## src/rtl/qhsi_cfg.svh

```systemverilog
// Constants of the quad UART host strobe and interrupt port
`ifndef QHSI_CFG_SVH
`define QHSI_CFG_SVH

// ************************************************
// Bus mode coding of the mode select pin
// ************************************************
`define QHSI_MODE_SEP 1'b1
`define QHSI_MODE_COMB 1'b0

// ************************************************
// Pin sample vector layout
// ************************************************
`define QHSI_PIN_W 17
`define QHSI_PIN_DATA_LSB 0
`define QHSI_PIN_ADDR_LSB 8
`define QHSI_PIN_RD 11
`define QHSI_PIN_WR 12
`define QHSI_PIN_CS 13
`define QHSI_PIN_RST 14
`define QHSI_PIN_FORCE 15
`define QHSI_PIN_MODE 16
// Sampler reset level: strobes idle high, force select low like its pull-down
`define QHSI_PIN_IDLE 17'h17fff

// ************************************************
// Control port offsets
// ************************************************
`define QHSI_OFS_STATUS 4'h0
`define QHSI_OFS_MASK 4'h4
`define QHSI_OFS_STATE 4'h8

// ************************************************
// Event bits of status and mask
// ************************************************
`define QHSI_EV_READ 0
`define QHSI_EV_WRITE 1
`define QHSI_EV_IRQ 2
`define QHSI_EV_W 3
`define QHSI_MASK_RST 3'h0

// ************************************************
// Timing: strobe edge to data drive, in cycles
// ************************************************
`define QHSI_RD_LAT 3

`endif

```

## src/rtl/qhsi_pkg.sv

```systemverilog
// Types of the quad UART host strobe and interrupt port
package qhsi_pkg;

   // Access sequencer states
   typedef enum logic [1:0] {
      ACC_IDLE = 2'b00,
      ACC_RD_WAIT = 2'b01,
      ACC_RD_CAP = 2'b10,
      ACC_DRIVE = 2'b11
   } qhsi_acc_e;

   // Request toward the channel registers
   typedef struct packed {
      logic rd;
      logic wr;
      logic [2:0] addr;
      logic [7:0] wdata;
   } qhsi_req_s;

   // Per channel interrupt sources
   typedef struct packed {
      logic [3:0] modem_ctrl_oe;
      logic [3:0] irq_enable;
      logic [3:0] pending;
   } qhsi_irqsrc_s;

endpackage : qhsi_pkg

```

## src/rtl/qhsi_port.sv

```systemverilog
// Host strobe port and interrupt pin control of a quad UART
`timescale 1ns/100ps
`default_nettype none
`include "qhsi_cfg.svh"

// Summary of operation
// - Force select high-active, only in separate mode
// - Force high enables all four irq outputs
// - Force low: modem bit 3 enables outputs
// - Combined mode ignores force select
// - Read strobe fall drives selected register
// - Write strobe fall stores bus data
// - Combined mode: write pin is direction
// - Combined mode: one request replaces channel A
// - All channel requests merged onto it
// - Mode low: reset pin acts inverted
// - Separate mode: irq high when enabled and pending
module qhsi_port (
   input wire logic clock,
   input wire logic rst,
   input wire logic ce,
   input wire logic [7:0] data_in,
   output logic [7:0] data_out,
   output logic data_oe,
   input wire logic [2:0] addr,
   input wire logic read_strobe_n,
   input wire logic write_strobe_n,
   input wire logic chip_sel_n,
   input wire logic reset_pin,
   input wire logic irq_force_select,
   input wire logic bus_mode_sel,
   output logic [3:0] chan_irq,
   output logic [3:0] chan_irq_oe,
   output qhsi_pkg::qhsi_req_s reg_req,
   input wire logic [7:0] reg_rdata,
   input wire qhsi_pkg::qhsi_irqsrc_s irq_src,
   output logic dev_reset,
   input wire logic [3:0] ctl_addr,
   input wire logic [7:0] ctl_wdata,
   input wire logic ctl_wr,
   input wire logic ctl_rd,
   output logic [7:0] ctl_rdata,
   output logic irq
);
   import qhsi_pkg::*;

   // ************************************************
   // Helper functions
   // ************************************************

   // High for one sample when a level went from one to zero
   function automatic logic fell(input logic prev, input logic cur);
      fell = prev & ~cur;
   endfunction : fell

   // ************************************************
   // Pin synchronisers
   // ************************************************

   logic [`QHSI_PIN_W-1:0] pin_raw; // Raw pin levels
   logic [`QHSI_PIN_W-1:0] pin_s1_q; // First stage, read by second only
   logic [`QHSI_PIN_W-1:0] pin_s2_q; // Stable samples
   logic [`QHSI_PIN_W-1:0] pin_s3_q; // Previous stable samples

   assign pin_raw = {bus_mode_sel, irq_force_select, reset_pin, chip_sel_n,
                     write_strobe_n, read_strobe_n, addr, data_in};

   // Two flops, then a history flop for edges
   always_ff @(posedge clock) begin
      if (rst) begin
         pin_s1_q <= `QHSI_PIN_IDLE; // No false force after reset
         pin_s2_q <= `QHSI_PIN_IDLE;
         pin_s3_q <= `QHSI_PIN_IDLE;
      end else if (ce) begin
         pin_s1_q <= pin_raw;
         pin_s2_q <= pin_s1_q;
         pin_s3_q <= pin_s2_q;
      end
   end

   // ************************************************
   // Decoded pin views
   // ************************************************

   logic mode_sep; // Separate strobe mode selected
   logic force_s; // Synchronised force select
   logic rd_s; // Synchronised read strobe, low active
   logic rw_s; // Write pin, direction in combined mode
   logic cs_s; // Synchronised chip select, low active
   logic [2:0] addr_s; // Synchronised address
   logic [7:0] data_s; // Synchronised data
   logic rd_start; // A read begins
   logic wr_start; // A write begins
   logic rd_active; // Host still asks for read data

   assign mode_sep = (pin_s2_q[`QHSI_PIN_MODE] == `QHSI_MODE_SEP);
   assign force_s = pin_s2_q[`QHSI_PIN_FORCE];
   assign rd_s = pin_s2_q[`QHSI_PIN_RD];
   assign rw_s = pin_s2_q[`QHSI_PIN_WR];
   assign cs_s = pin_s2_q[`QHSI_PIN_CS];
   assign addr_s = pin_s2_q[`QHSI_PIN_ADDR_LSB +: 3];
   assign data_s = pin_s2_q[`QHSI_PIN_DATA_LSB +: 8];

   // Start of an access in either bus style
   always_comb begin
      if (mode_sep) begin
         rd_start = fell(pin_s3_q[`QHSI_PIN_RD], rd_s);
         wr_start = fell(pin_s3_q[`QHSI_PIN_WR], rw_s);
         rd_active = ~rd_s;
      end else begin
         // Direction sampled with the chip select edge
         rd_start = fell(pin_s3_q[`QHSI_PIN_CS], cs_s) & rw_s;
         wr_start = fell(pin_s3_q[`QHSI_PIN_CS], cs_s) & ~rw_s;
         rd_active = ~cs_s & rw_s;
      end
   end

   // ************************************************
   // Access sequencer
   // ************************************************

   qhsi_acc_e acc_q; // Sequencer state
   qhsi_req_s req_q; // Request to the channel registers
   logic [7:0] dout_q; // Read data held on the bus
   logic doe_q; // Bus drive enable

   // Walks a read through request, data and drive
   always_ff @(posedge clock) begin
      if (rst) begin
         acc_q <= ACC_IDLE;
         req_q <= '0;
         dout_q <= 8'h00;
         doe_q <= 1'b0;
      end else if (ce) begin
         req_q.rd <= 1'b0;
         req_q.wr <= 1'b0;
         case (acc_q)
            ACC_IDLE: begin
               doe_q <= 1'b0;
               if (rd_start) begin
                  // Ask for the register picked by the address
                  req_q.rd <= 1'b1;
                  req_q.addr <= addr_s;
                  acc_q <= ACC_RD_WAIT;
               end else if (wr_start) begin
                  // Store the host byte into the picked register
                  req_q.wr <= 1'b1;
                  req_q.addr <= addr_s;
                  req_q.wdata <= data_s;
               end
            end
            ACC_RD_WAIT: begin
               // Register answers one cycle after the request
               acc_q <= ACC_RD_CAP;
            end
            ACC_RD_CAP: begin
               // Catch the answer and drive it out
               dout_q <= reg_rdata;
               doe_q <= 1'b1;
               acc_q <= ACC_DRIVE;
            end
            ACC_DRIVE: begin
               // Release as soon as the strobe goes away
               if (!rd_active) begin
                  doe_q <= 1'b0;
                  acc_q <= ACC_IDLE;
               end
            end
            default: begin
               doe_q <= 1'b0;
               acc_q <= ACC_IDLE;
            end
         endcase
      end
   end

   assign data_out = dout_q;
   assign data_oe = doe_q;
   assign reg_req = req_q;

   // ************************************************
   // Device reset pin
   // ************************************************

   logic dev_rst_q; // Reset toward the channels

   // Polarity follows the bus mode
   always_ff @(posedge clock) begin
      if (rst) begin
         dev_rst_q <= 1'b1;
      end else if (ce) begin
         dev_rst_q <= mode_sep ? pin_s2_q[`QHSI_PIN_RST]
                               : ~pin_s2_q[`QHSI_PIN_RST];
      end
   end

   assign dev_reset = dev_rst_q;

   // ************************************************
   // Interrupt pins
   // ************************************************

   logic [3:0] want; // Enabled and pending per channel
   logic any_want; // Some channel asks for service
   logic [3:0] cirq_q; // Pin levels
   logic [3:0] coe_q; // Pin drive enables

   assign want = irq_src.irq_enable & irq_src.pending;
   assign any_want = |want;

   // Three-state channel pins or one merged request
   always_ff @(posedge clock) begin
      if (rst) begin
         cirq_q <= 4'h0;
         coe_q <= 4'h0;
      end else if (ce) begin
         if (mode_sep) begin
            // Force select only counts here
            if (force_s) begin
               coe_q <= 4'hf;
            end else begin
               coe_q <= irq_src.modem_ctrl_oe;
            end
            cirq_q <= want;
         end else begin
            // Channel A pin pulls low for any request
            coe_q <= {3'h0, any_want};
            cirq_q <= 4'h0;
         end
      end
   end

   assign chan_irq = cirq_q;
   assign chan_irq_oe = coe_q;

   // ************************************************
   // Event status, mask and interrupt
   // ************************************************

   logic [`QHSI_EV_W-1:0] stat_q; // Sticky events
   logic [`QHSI_EV_W-1:0] mask_q; // Event enables
   logic [`QHSI_EV_W-1:0] ev; // Events this cycle
   logic merged_q; // Previous merged request
   logic irq_q; // Interrupt level
   logic [7:0] crd_q; // Control read data

   assign ev = {any_want & ~merged_q, wr_start, rd_start};

   // Events set, written ones clear, set wins
   always_ff @(posedge clock) begin
      if (rst) begin
         stat_q <= '0;
         merged_q <= 1'b0;
      end else if (ce) begin
         merged_q <= any_want;
         if (ctl_wr && ctl_addr == `QHSI_OFS_STATUS) begin
            stat_q <= (stat_q & ~ctl_wdata[`QHSI_EV_W-1:0]) | ev;
         end else begin
            stat_q <= stat_q | ev;
         end
      end
   end

   // Mask register
   always_ff @(posedge clock) begin
      if (rst) begin
         mask_q <= `QHSI_MASK_RST;
      end else if (ce && ctl_wr && ctl_addr == `QHSI_OFS_MASK) begin
         mask_q <= ctl_wdata[`QHSI_EV_W-1:0];
      end
   end

   // Level interrupt from unmasked events
   always_ff @(posedge clock) begin
      if (rst) begin
         irq_q <= 1'b0;
      end else if (ce) begin
         irq_q <= |(stat_q & mask_q);
      end
   end

   // Control read data, valid the cycle after the strobe
   always_ff @(posedge clock) begin
      if (rst) begin
         crd_q <= 8'h00;
      end else if (ce) begin
         crd_q <= 8'h00;
         if (ctl_rd) begin
            case (ctl_addr)
               `QHSI_OFS_STATUS: crd_q <= {5'h00, stat_q};
               `QHSI_OFS_MASK: crd_q <= {5'h00, mask_q};
               `QHSI_OFS_STATE: crd_q <= {3'h0, any_want, dev_rst_q,
                                          force_s, mode_sep, doe_q};
               default: crd_q <= 8'h00;
            endcase
         end
      end
   end

   assign ctl_rdata = crd_q;
   assign irq = irq_q;

   // ************************************************
   // Assertions
   // ************************************************

   a_force_all_on: assert property (@(posedge clock) disable iff (rst)
      (ce && mode_sep && force_s) |=> (coe_q == 4'hf))
      else $error("force select did not enable all irq pins");
   a_mcr_gating: assert property (@(posedge clock) disable iff (rst)
      (ce && mode_sep && !force_s) |=> (coe_q == $past(irq_src.modem_ctrl_oe)))
      else $error("irq enables do not follow modem bit 3");
   a_force_ignored: assert property (@(posedge clock) disable iff (rst)
      (ce && !mode_sep) |=> (coe_q[3:1] == 3'h0))
      else $error("combined mode drives channel pins");
   a_read_drive: assert property (@(posedge clock) disable iff (rst)
      (ce && mode_sep && rd_start) ##1 ce ##1 ce |=> (doe_q && req_q.addr == $past(addr_s, 3)))
      else $error("read strobe did not drive data");
   a_write_store: assert property (@(posedge clock) disable iff (rst)
      (ce && mode_sep && wr_start && acc_q == ACC_IDLE && !rd_start)
      |=> (req_q.wr && req_q.wdata == $past(data_s)))
      else $error("write strobe did not store data");
   a_dir_write: assert property (@(posedge clock) disable iff (rst)
      (ce && !mode_sep && acc_q == ACC_IDLE && fell(pin_s3_q[`QHSI_PIN_CS], cs_s))
      |=> (req_q.wr == !$past(rw_s)) && (req_q.rd == $past(rw_s)))
      else $error("direction pin misread");
   a_merged_irq: assert property (@(posedge clock) disable iff (rst)
      (ce && !mode_sep) |=> (coe_q[0] == $past(any_want) && !cirq_q[0]))
      else $error("merged request wrong");
   a_reset_polarity: assert property (@(posedge clock) disable iff (rst)
      ce |=> (dev_rst_q == ($past(mode_sep) ~^ $past(pin_s2_q[`QHSI_PIN_RST]))))
      else $error("device reset polarity wrong");
   a_irq_level: assert property (@(posedge clock) disable iff (rst)
      (ce && mode_sep) |=> (cirq_q == $past(irq_src.irq_enable & irq_src.pending)))
      else $error("channel irq level wrong");
   a_bus_release: assert property (@(posedge clock) disable iff (rst)
      (acc_q == ACC_IDLE || acc_q == ACC_RD_WAIT) |-> !doe_q)
      else $error("data bus driven outside read");

endmodule : qhsi_port
`default_nettype wire

```

## config.mk

```make
export PLATFORM = sky130hd
export DESIGN_NAME = qhsi_port
export DESIGN_NICKNAME = d
export VERILOG_FILES = /design/src/rtl/qhsi_pkg.sv /design/src/rtl/qhsi_port.sv
export VERILOG_INCLUDE_DIRS = /design/src /design/src/rtl
export SDC_FILE = /design/constraint.sdc
export NUM_CORES = 1
export LEC_CHECK = 0
export BUFFER_PORTS_ARGS = -buffer_cell sky130_fd_sc_hd__clkbuf_2
export CAP_MARGIN = 20
export CORE_ASPECT_RATIO = 0.6
export CORE_UTILIZATION = 35
export DETAILED_ROUTE_END_ITERATION = 12
export PLACE_DENSITY = 0.67
export SLEW_MARGIN = 20
export SYNTH_ARGS = -nofsm -noshare
export SYNTH_HDL_FRONTEND = slang
export SYNTH_SLANG_ARGS = --single-unit
```

## constraint.sdc

```tcl
create_clock -name clock -period 1.9 [get_ports clock]
set_input_delay 0.38 -clock clock [delete_from_list [all_inputs] [get_ports clock]]
set_output_delay 0.38 -clock clock [all_outputs]
set_load 0.05 [all_outputs]
```

==> impl_metrics.toml, run 1 <==
[status]
outcome = "finished clean"

[finish]
n_antenna_cell = 0
drive_gt1_share_pct = 25.8
fin_nets = 496
area_growth_pct = 26.5

[floorplan]
die_w_um = 128
dieArea_um2 = 9990
start_util_pct = 36.3
core_region_area_um2 = 9220
ioPinCount = 94
die_y_um = 77.8
std_cell_rows = 27

[sta]
rsz0062_at_grt = "no"
finalCriticalPeriod_ns = 1.71
slew_viol_final = 0
tns_ns = 0
skew_ns = 0.00979
fmax_mhz = 585
tightest_slew_ns = 0.687
slew_headroom_pct = 54.2
whs_ns = 0.258
setup_violations = 0
min_period_over_period_pct = 90.0
hold_viol = 0

[place]
port_buffers = 85
hpwlAfterDp_um = 5210
gp_congestion = 0.780

[global_routing]
grt_pass1_vias = 2560
grt_pass1_wl_um = 12100
grt_overflow_total = 0
antenna_found_initial = 0
grt_max_degree = 62
track_usage_pct = 15.6

[worst_setup_path]
cp-end-kind = "flip-flop"
worstSetupPathType = "reg -> reg"
crit_fanout = 4
crit_required_ns = 2.12
critPathLaunchType = "flip-flop"
r2r_cells = 5
critPathArrivalTime_ns = 1.93
cp-startpoint = "acc_q[0]$_SDFFE_PP0P_"
rr_startpoint = "acc_q[0]$_SDFFE_PP0P_"

[cts]
clk_latency_ns = 0.34
clock_path_buffers = 2
h-tree-depth = 3
cts_resized = 0
cts.sinks = 83
cts_setup_buffers = 0
cts.reportedPaths.clkPinSlew_ns = 0.06
cts_inserted_buffers = 9
cts_tree = "done"
root_buffer = "clkbuf_16"
cts_hold_buf = 0

[power]
switchingPower_uw = 989
p_per_area_nw_per_um2 = 1010
combPwrFrac_pct = 10.1
p_leak_uw = 0.00191
seq_power_share_pct = 43.3
internal_power_uw = 3290
switching_share_pct = 23.1
pwr-share-clk_pct = 46.5
peakVddDrop_uv = 480

[drt]
wirelength_um = 7260
drc = 0
vias = 2701
drt_iter0_markers = 146
vias_per_cell = 4.72
dr.pass1.iters = 4
drt-wirelength-per-cell_um = 12.7
ant_nets = 0

[synthesis]
synthArstFlopShare_pct = 0
synth_edf_count = 0
ys_seq_area_share_pct = 49.6
avgSynthCellArea_um2 = 9.39
syn_area_um2 = 3350
synth.yosys.warnings = 0
ys_ff_latch = 83
synth_ff_type = "dfxtp_1"
yosysUniqueCellTypes = 45
syn-instance-count = 357

[worst_hold_path]
hold_class = "in -> reg"
hold_start = "addr[1]"
min_path_cells = 3

[job]
max_cap_violations = 0
==> stage by stage <==
step	cell area, um^2	power [uW]	setup slack [ns]	util, %	std cells
CTS	4240	4330	0.186	46.0	572
global route	4240	4460	0.0895	46.0	572
detailed placement	3900	2330	0.194	42.3	556
finish	4240	4280	0.190	46.0	572
global placement	3900	2320	0.248	42.3	556
floorplan	3360	2200	0.294	-	359
==> layout by cell type (no fill, tap or decap), types with 2 or more instances in the layout <==
cell type  netlist  final
ha_1             5      5
bufinv_16        0      3
clkbuf_2         0     84
nor2b_1          4      4
inv_1            4      3
dfxtp_1         83     83
a21oi_2          2      2
clkbuf_1        16      2
conb_1           1      3
a31oi_1          2      2
a21oi_1         19     19
nor4_1           2      2
nor2_1          19     19
nand3_1          9      9
o211ai_1         5      5
a31o_1           2      2
buf_4            4      8
nand2_1         85     85
mux2i_1         55     55
clkbuf_16        0      9
inv_2            1      2
o2bb2ai_1        3      3
nand4_1          4      4
a22oi_1          5      5
==> Yosys cell counts (2+ instances only) <==
cell type  instances  area share (%)
dfxtp_1           83              50
nor2b_1            4            0.75
a31o_1             2            0.52
inv_1              4            0.45
a21oi_1           19             2.8
a21oi_2            2            0.52
buf_2              4            0.60
nor4_1             2            0.37
o2bb2ai_1          3            0.78
a31oi_1            2            0.37
nand4_1            4            0.75
nand3_1            9             1.3
ha_1               5             1.9
nand2_1           85             9.5
clkbuf_1          16             1.8
nor2_1            19             2.1
o211ai_1           5             1.1
a22oi_1            5             1.1
mux2i_1           55              16
buf_4              4            0.90
==> flip-flops by register name, indices dropped and copies added (netlist names), 2 cells and up <==
signal,cells
chan_irq,4
chan_irq_oe,4
pin_s2_q,17
data_out,8
reg_req,13
stat_q,3
mask_q,3
acc_q,2
ctl_rdata,5
pin_s3_q,3
pin_s1_q,17
==> per-layer routing <==
metal	vias up	global-route usage, %	routed length, um
li1	1379	-	-
met1	1236	20.9	3690
met2	73	22.5	2990
met3	13	5.93	474
met4	0	6.00	100
met5	-	0	0
==> final cells by class <==
class / count / area [um^2]
fill: 907 / 4980
inverter: 5 / 18.8
multi-input combinational: 245 / 1550
tap: 130 / 163
clock buffer: 12 / 246
sequential: 83 / 1660
timing repair buffer: 93 / 500
clock inverter: 4 / 97.6
==> final timing paths <==
path,to,slack [ns]
max,acc_q[0]$_SDFFE_PP0P_,0.19
min,pin_s1_q[9]$_SDFFE_PP1P_,0.26
max reg2reg,acc_q[0]$_SDFFE_PP0P_,0.19
min reg2reg,reg_req[10]$_SDFFE_PP0P_,0.45
==> power groups by stage <==
stage	combinational [uW]	sequential, uW	clock [uW]
finish	434	1850	1990
global route	473	1860	2120
CTS	439	1860	2040
detailed placement	438	1890	0
global placement	430	1890	0
floorplan	224	1970	0
==> worst max-delay path: stages (launching register included) <==
cell,delay [ns]
dfxtp_1,0.34
ha_1,0.21
nor4bb_1,0.15
or3_1,0.38
a2111o_1,0.39
o211a_1,0.13
==> logic make-up (layout without fill, tap and decap cells) <==
kind of cell               after synthesis  after routing  synth area share [%]
adders and majority gates                5              5                  1.87
other                                    1              3                 0.112
muxes                                   55             55                  16.4
DFF                                     83             83                  49.6
buffers and inverters                   31            114                  4.29
AOI/OAI and AO/OA                       47             47                  9.82
and+or+nand+nor                        134            134                  17.7
xor gates and xnor gates                 1              1                 0.261
(Power assumes the default switching activity.)
==> inputs of run 2 (changes only) <==
- CORE_MARGIN: unset -> 2
- CORE_UTILIZATION: 35 -> 51
- PLACE_DENSITY: 0.67 -> 0.88
==> run 2 against run 1 <==
- first-iteration DRC count shrank 9.6%
- clock power decreased by 28%
- critical endpoint unchanged
- combinational power is 1% higher
- critical path type unchanged
- total power down 13%
==> impl_metrics.toml, run 2 (synthesis results as in run 1) <==
[status]
outcome = "finished clean"

[global_routing]
grt_max_degree = 47
grt_overflow_total = 0
track_usage_pct = 22.0
grt_pass1_vias = 2652
grt_pass1_wl_um = 12100
antenna_found_initial = 0

[place]
gp_congestion = 0.846
hpwlAfterDp_um = 5410
dp_worst_setup_slack_ns = 0.177
port_buffers = 85

[sta]
rsz0062_at_grt = "no"
setup_ws_ns = 0.159
fmax_mhz = 574
slew_headroom_pct = 54.6
hold_viol = 0
slew_viol_final = 0
tns_ns = 0
setup_violations = 0
tightest_slew_ns = 0.681
finalCriticalPeriod_ns = 1.74
min_period_over_period_pct = 91.6
skew_ns = 0.0113

[cts]
cts.reportedPaths.clkPinSlew_ns = 0.08
cts_inserted_buffers = 9
cts_hold_buf = 0
h-tree-depth = 3
clk_latency_ns = 0.34
clock_path_buffers = 2
cts_setup_buffers = 0
root_buffer = "clkbuf_8"
cts.sinks = 83
cts_resized = 0
cts_tree = "done"

[worst_hold_path]
hold_class = "in -> reg"

[drt]
vias_per_cell = 5.20
drt-wirelength-per-cell_um = 14.1
ant_nets = 0
wirelength_um = 7410
dr.pass1.iters = 4
drt_iter0_markers = 132
vias = 2733
drc = 0

[power]
p_leak_uw = 0.00187
p_per_area_nw_per_um2 = 916
peakVddDrop_uv = 436

[floorplan]
start_util_pct = 53.9
core_region_area_um2 = 6220
ioPinCount = 94
die_y_um = 66.8
die_w_um = 109
dieArea_um2 = 7260
std_cell_rows = 22

[finish]
layout_commonest_cell = "nand2_1"
n_fill_cell = 526
n_antenna_cell = 0
drive_gt1_share_pct = 26.0
layout_common_cells = "nand2_1, clkbuf_2, dfxtp_1"
area_growth_pct = 21.5
fin_nets = 497

[worst_setup_path]
critPathArrivalTime_ns = 1.97
worstSetupPathType = "reg -> reg"
crit_required_ns = 2.13
crit_fanout = 4
cp-end-kind = "flip-flop"
critPathLaunchType = "flip-flop"

[job]
max_cap_violations = 0
run 2: changes by cell type in the layout (fill, tap and decap cells not counted):
cell        change
clkinv_1        +1
inv_2           -1
buf_2           +1
clkbuf_16       -9
clkinv_2        +3
clkinvlp_4      -1
clkbuf_8        +8
clkbuf_1        -2
run 2: worst max-delay path, stage by stage, from the launching register on:
cell      delay, ns
dfxtp_1        0.35
ha_1           0.21
nor4bb_1       0.14
or3_1          0.37
a2111o_1       0.41
o211a_1        0.15
run 2: final cells by class:
| type | instances | area, um^2 | area share, % |
|---|---|---|---|
| Sequential cell | 83 | 1660 | 40.8 |
| Multi-Input combinational cell | 245 | 1550 | 38.1 |
| Tap cell | 84 | 105 | 2.58 |
| Clock inverter | 6 | 105 | 2.58 |
| Inverter | 5 | 18.8 | 0.461 |
| Clock buffer | 9 | 124 | 3.04 |
| Timing Repair Buffer | 94 | 505 | 12.4 |
run 2: layer usage:
| metal | share of wire [%] | GRT usage (%) |
|---|---|---|
| met1 | 46 | 27.6 |
| met2 | 48 | 37.1 |
| met3 | 5.9 | 6.26 |
| met4 | 0.38 | 6.57 |
| met5 | 0 | 0 |
run 2: final timing paths:
kind	start	endpoint	slack, ns	cells after the start
hold reg to reg	reg_req[7]$_SDFFE_PP0P_	reg_req[7]$_SDFFE_PP0P_	0.46	2
hold / removal	data_in[7]	pin_s1_q[7]$_SDFFE_PP1P_	0.25	3
setup / recovery	acc_q[0]$_SDFFE_PP0P_	acc_q[0]$_SDFFE_PP0P_	0.16	5
setup reg to reg	acc_q[0]$_SDFFE_PP0P_	acc_q[0]$_SDFFE_PP0P_	0.16	5
run 2: metrics by stage:
step | hold slack [ns] | total power (uW) | cells | utilization [%] | instance area, um^2
2_1_floorplan | 0.437 | 2200 | 359 | - | 3360
3_3_place_gp | 0.442 | 2310 | 511 | 61.8 | 3840
3_5_place_dp | 0.449 | 2330 | 511 | 61.8 | 3840
4_1_cts | 0.235 | 3770 | 526 | 65.5 | 4070
5_1_grt | 0.252 | 3880 | 526 | 65.5 | 4070
6_report | 0.248 | 3730 | 526 | 65.5 | 4070
run 2: where the power goes:
group	internal [uW]	switching [uW]
clock	859	580
sequential	1810	44.8
combinational	159	280
==> inputs of run 3 (changes only) <==
--- a/config.mk
+++ b/config.mk
@@ -10,3 +10,3 @@
 export CAP_MARGIN = 20
-export CORE_ASPECT_RATIO = 0.6
+export CORE_ASPECT_RATIO = 0.7
 export CORE_MARGIN = 2
--- a/constraint.sdc
+++ b/constraint.sdc
@@ -3,2 +3,2 @@
 set_output_delay 0.38 -clock clock [all_outputs]
-set_load 0.05 [all_outputs]
+set_load 0.01 [all_outputs]
==> run 3 against run 2 <==
- total power shrank 7.7%
- combinational power shrank 18%
- via count grew 0.51%
- clock-buffer cell count grew 2
- cell area grew 0.25%
- clock skew shrank 0.0050 ns
- non-clock buffer count grew 2
- setup slack gained 0.020 ns
- sequential cell count is the same
- sequential share of layout area shrank 0.10 points
- core utilization shrank 0.72 points
- critical endpoint unchanged
==> impl_metrics.toml, run 3 (synthesis results as in run 1) <==
[status]
outcome = "finished clean"

[floorplan]
dieArea_um2 = 7250
ioPinCount = 94
start_util_pct = 53.2
die_y_um = 71.8
core_region_area_um2 = 6310
die_w_um = 101
std_cell_rows = 24

[worst_setup_path]
critPathArrivalTime_ns = 1.96
critPathBufInv = 0
crit_required_ns = 2.14
cp_top_family = "simple AND/OR/NAND/NOR gates"
cp_slowest_cell = "a2111o_1"
cp-end-kind = "flip-flop"
crit_fanout = 4
critPathLaunchType = "flip-flop"
cpPeakStageDelay_ns = 0.40
path_cells = "ha_1, nor4bb_1, or3_1, a2111o_1, o211a_1"
worstSetupPathType = "reg -> reg"

[cts]
clk_latency_ns = 0.35
h-tree-depth = 3
cts_inserted_buffers = 9
cts_tree = "done"
root_buffer = "clkbuf_8"
cts_hold_buf = 0
cts.sinks = 83
cts_setup_buffers = 0
clock_path_buffers = 2
cts.reportedPaths.clkPinSlew_ns = 0.08
cts_resized = 0

[place]
hpwlAfterDp_um = 5300
port_buffers = 85
dp_worst_setup_slack_ns = 0.200
gp_congestion = 0.772

[sta]
setup_ws_ns = 0.179
tightest_slew_ns = 0.515
slew_viol_final = 0
rsz0062_at_grt = "no"
setup_violations = 0
fmax_mhz = 581
whs_ns = 0.243
slew_headroom_pct = 65.5
min_period_over_period_pct = 90.6
finalCriticalPeriod_ns = 1.72
skew_ns = 0.00629
hold_viol = 0
tns_ns = 0

[finish]
area_growth_pct = 21.8
fin_nets = 499
layout_common_cells = "nand2_1, clkbuf_2, dfxtp_1"
n_antenna_cell = 0
drive_gt1_share_pct = 26.3
seqCellArea_um2 = 1660
multiInputGateArea_um2 = 1550
layout_commonest_cell = "nand2_1"
n_fill_cell = 526

[drt]
vias = 2747
drt_iter0_markers = 122
drt-wirelength-per-cell_um = 13.8
ant_nets = 0
drc = 0
dr.pass1.iters = 4
vias_per_cell = 5.25
wirelength_um = 7220

[global_routing]
grt_overflow_total = 0
track_usage_pct = 20.8
grt_max_degree = 50
grt_pass1_wl_um = 11800
grt_pass1_vias = 2588
antenna_found_initial = 0

[power]
p_per_area_nw_per_um2 = 844
p_leak_uw = 0.00187
peakVddDrop_uv = 434

[worst_hold_path]
hold_class = "in -> reg"

[job]
max_cap_violations = 0
## run 3: cell count changes in the layout (fill, tap and decap cells not counted)
cell / previous run / this run
buf_4: 8 / 7
clkinvlp_4: 0 / 1
bufinv_16: 3 / 1
buf_12: 1 / 4
clkbuf_8: 9 / 10
clkbuf_1: 0 / 1
## run 3: power by group
part / internal (uW) / switching (uW) / leakage (uW) / total [uW]
clock network: 637 / 596 / 0.0000991 / 1230
logic: 169 / 191 / 0.00110 / 361
registers: 1810 / 42.8 / 0.000678 / 1850
total: 2610 / 830 / 0.00187 / 3440
## run 3: routing by layer
metal / part of all wire (%) / track usage (%)
met1: 44 / 26.2
met4: 0.89 / 5.41
met2: 47 / 34.4
met3: 7.2 / 7.12
met5: 0 / 0
## run 3: per-stage QoR
step / utilization (%) / total power, uW / cells / instance area (um^2)
after floorplan: - / 2110 / 359 / 3360
after detailed placement: 61.7 / 2250 / 507 / 3890
final: 64.8 / 3440 / 523 / 4080
after global placement: 61.7 / 2230 / 507 / 3890
after CTS: 64.8 / 3470 / 523 / 4080
after global routing: 64.8 / 3600 / 523 / 4080
## run 3: area by class of cell
cell class                 instances  share of cell area (%)
sequential                        83                    40.7
clock inverter                     5                    1.29
clock buffer                      11                    3.46
multi-input combinational        245                    38.1
inverter                           5                   0.460
tap                               78                    2.39
timing repair buffer              96                    13.7
## run 3: worst reg2reg max path: cells and delay by family, from the launching register on
kind | cells | cell delay, ns
DFF | 1 | 0.35
AOI/OAI and AO/OA | 2 | 0.53
adders and majority gates | 1 | 0.21
and+or+nand+nor | 2 | 0.53
## run 3: worst paths after layout
kind	from	end	slack (ns)	depth (start not counted)
worst max-delay path	acc_q[0]$_SDFFE_PP0P_	acc_q[0]$_SDFFE_PP0P_	0.18	5
worst min-delay path	addr[0]	pin_s1_q[8]$_SDFFE_PP1P_	0.24	3
worst max register to register	acc_q[0]$_SDFFE_PP0P_	acc_q[0]$_SDFFE_PP0P_	0.18	5
worst min register to register	data_out[2]$_SDFFE_PP0P_	data_out[2]$_SDFFE_PP0P_	0.46	2
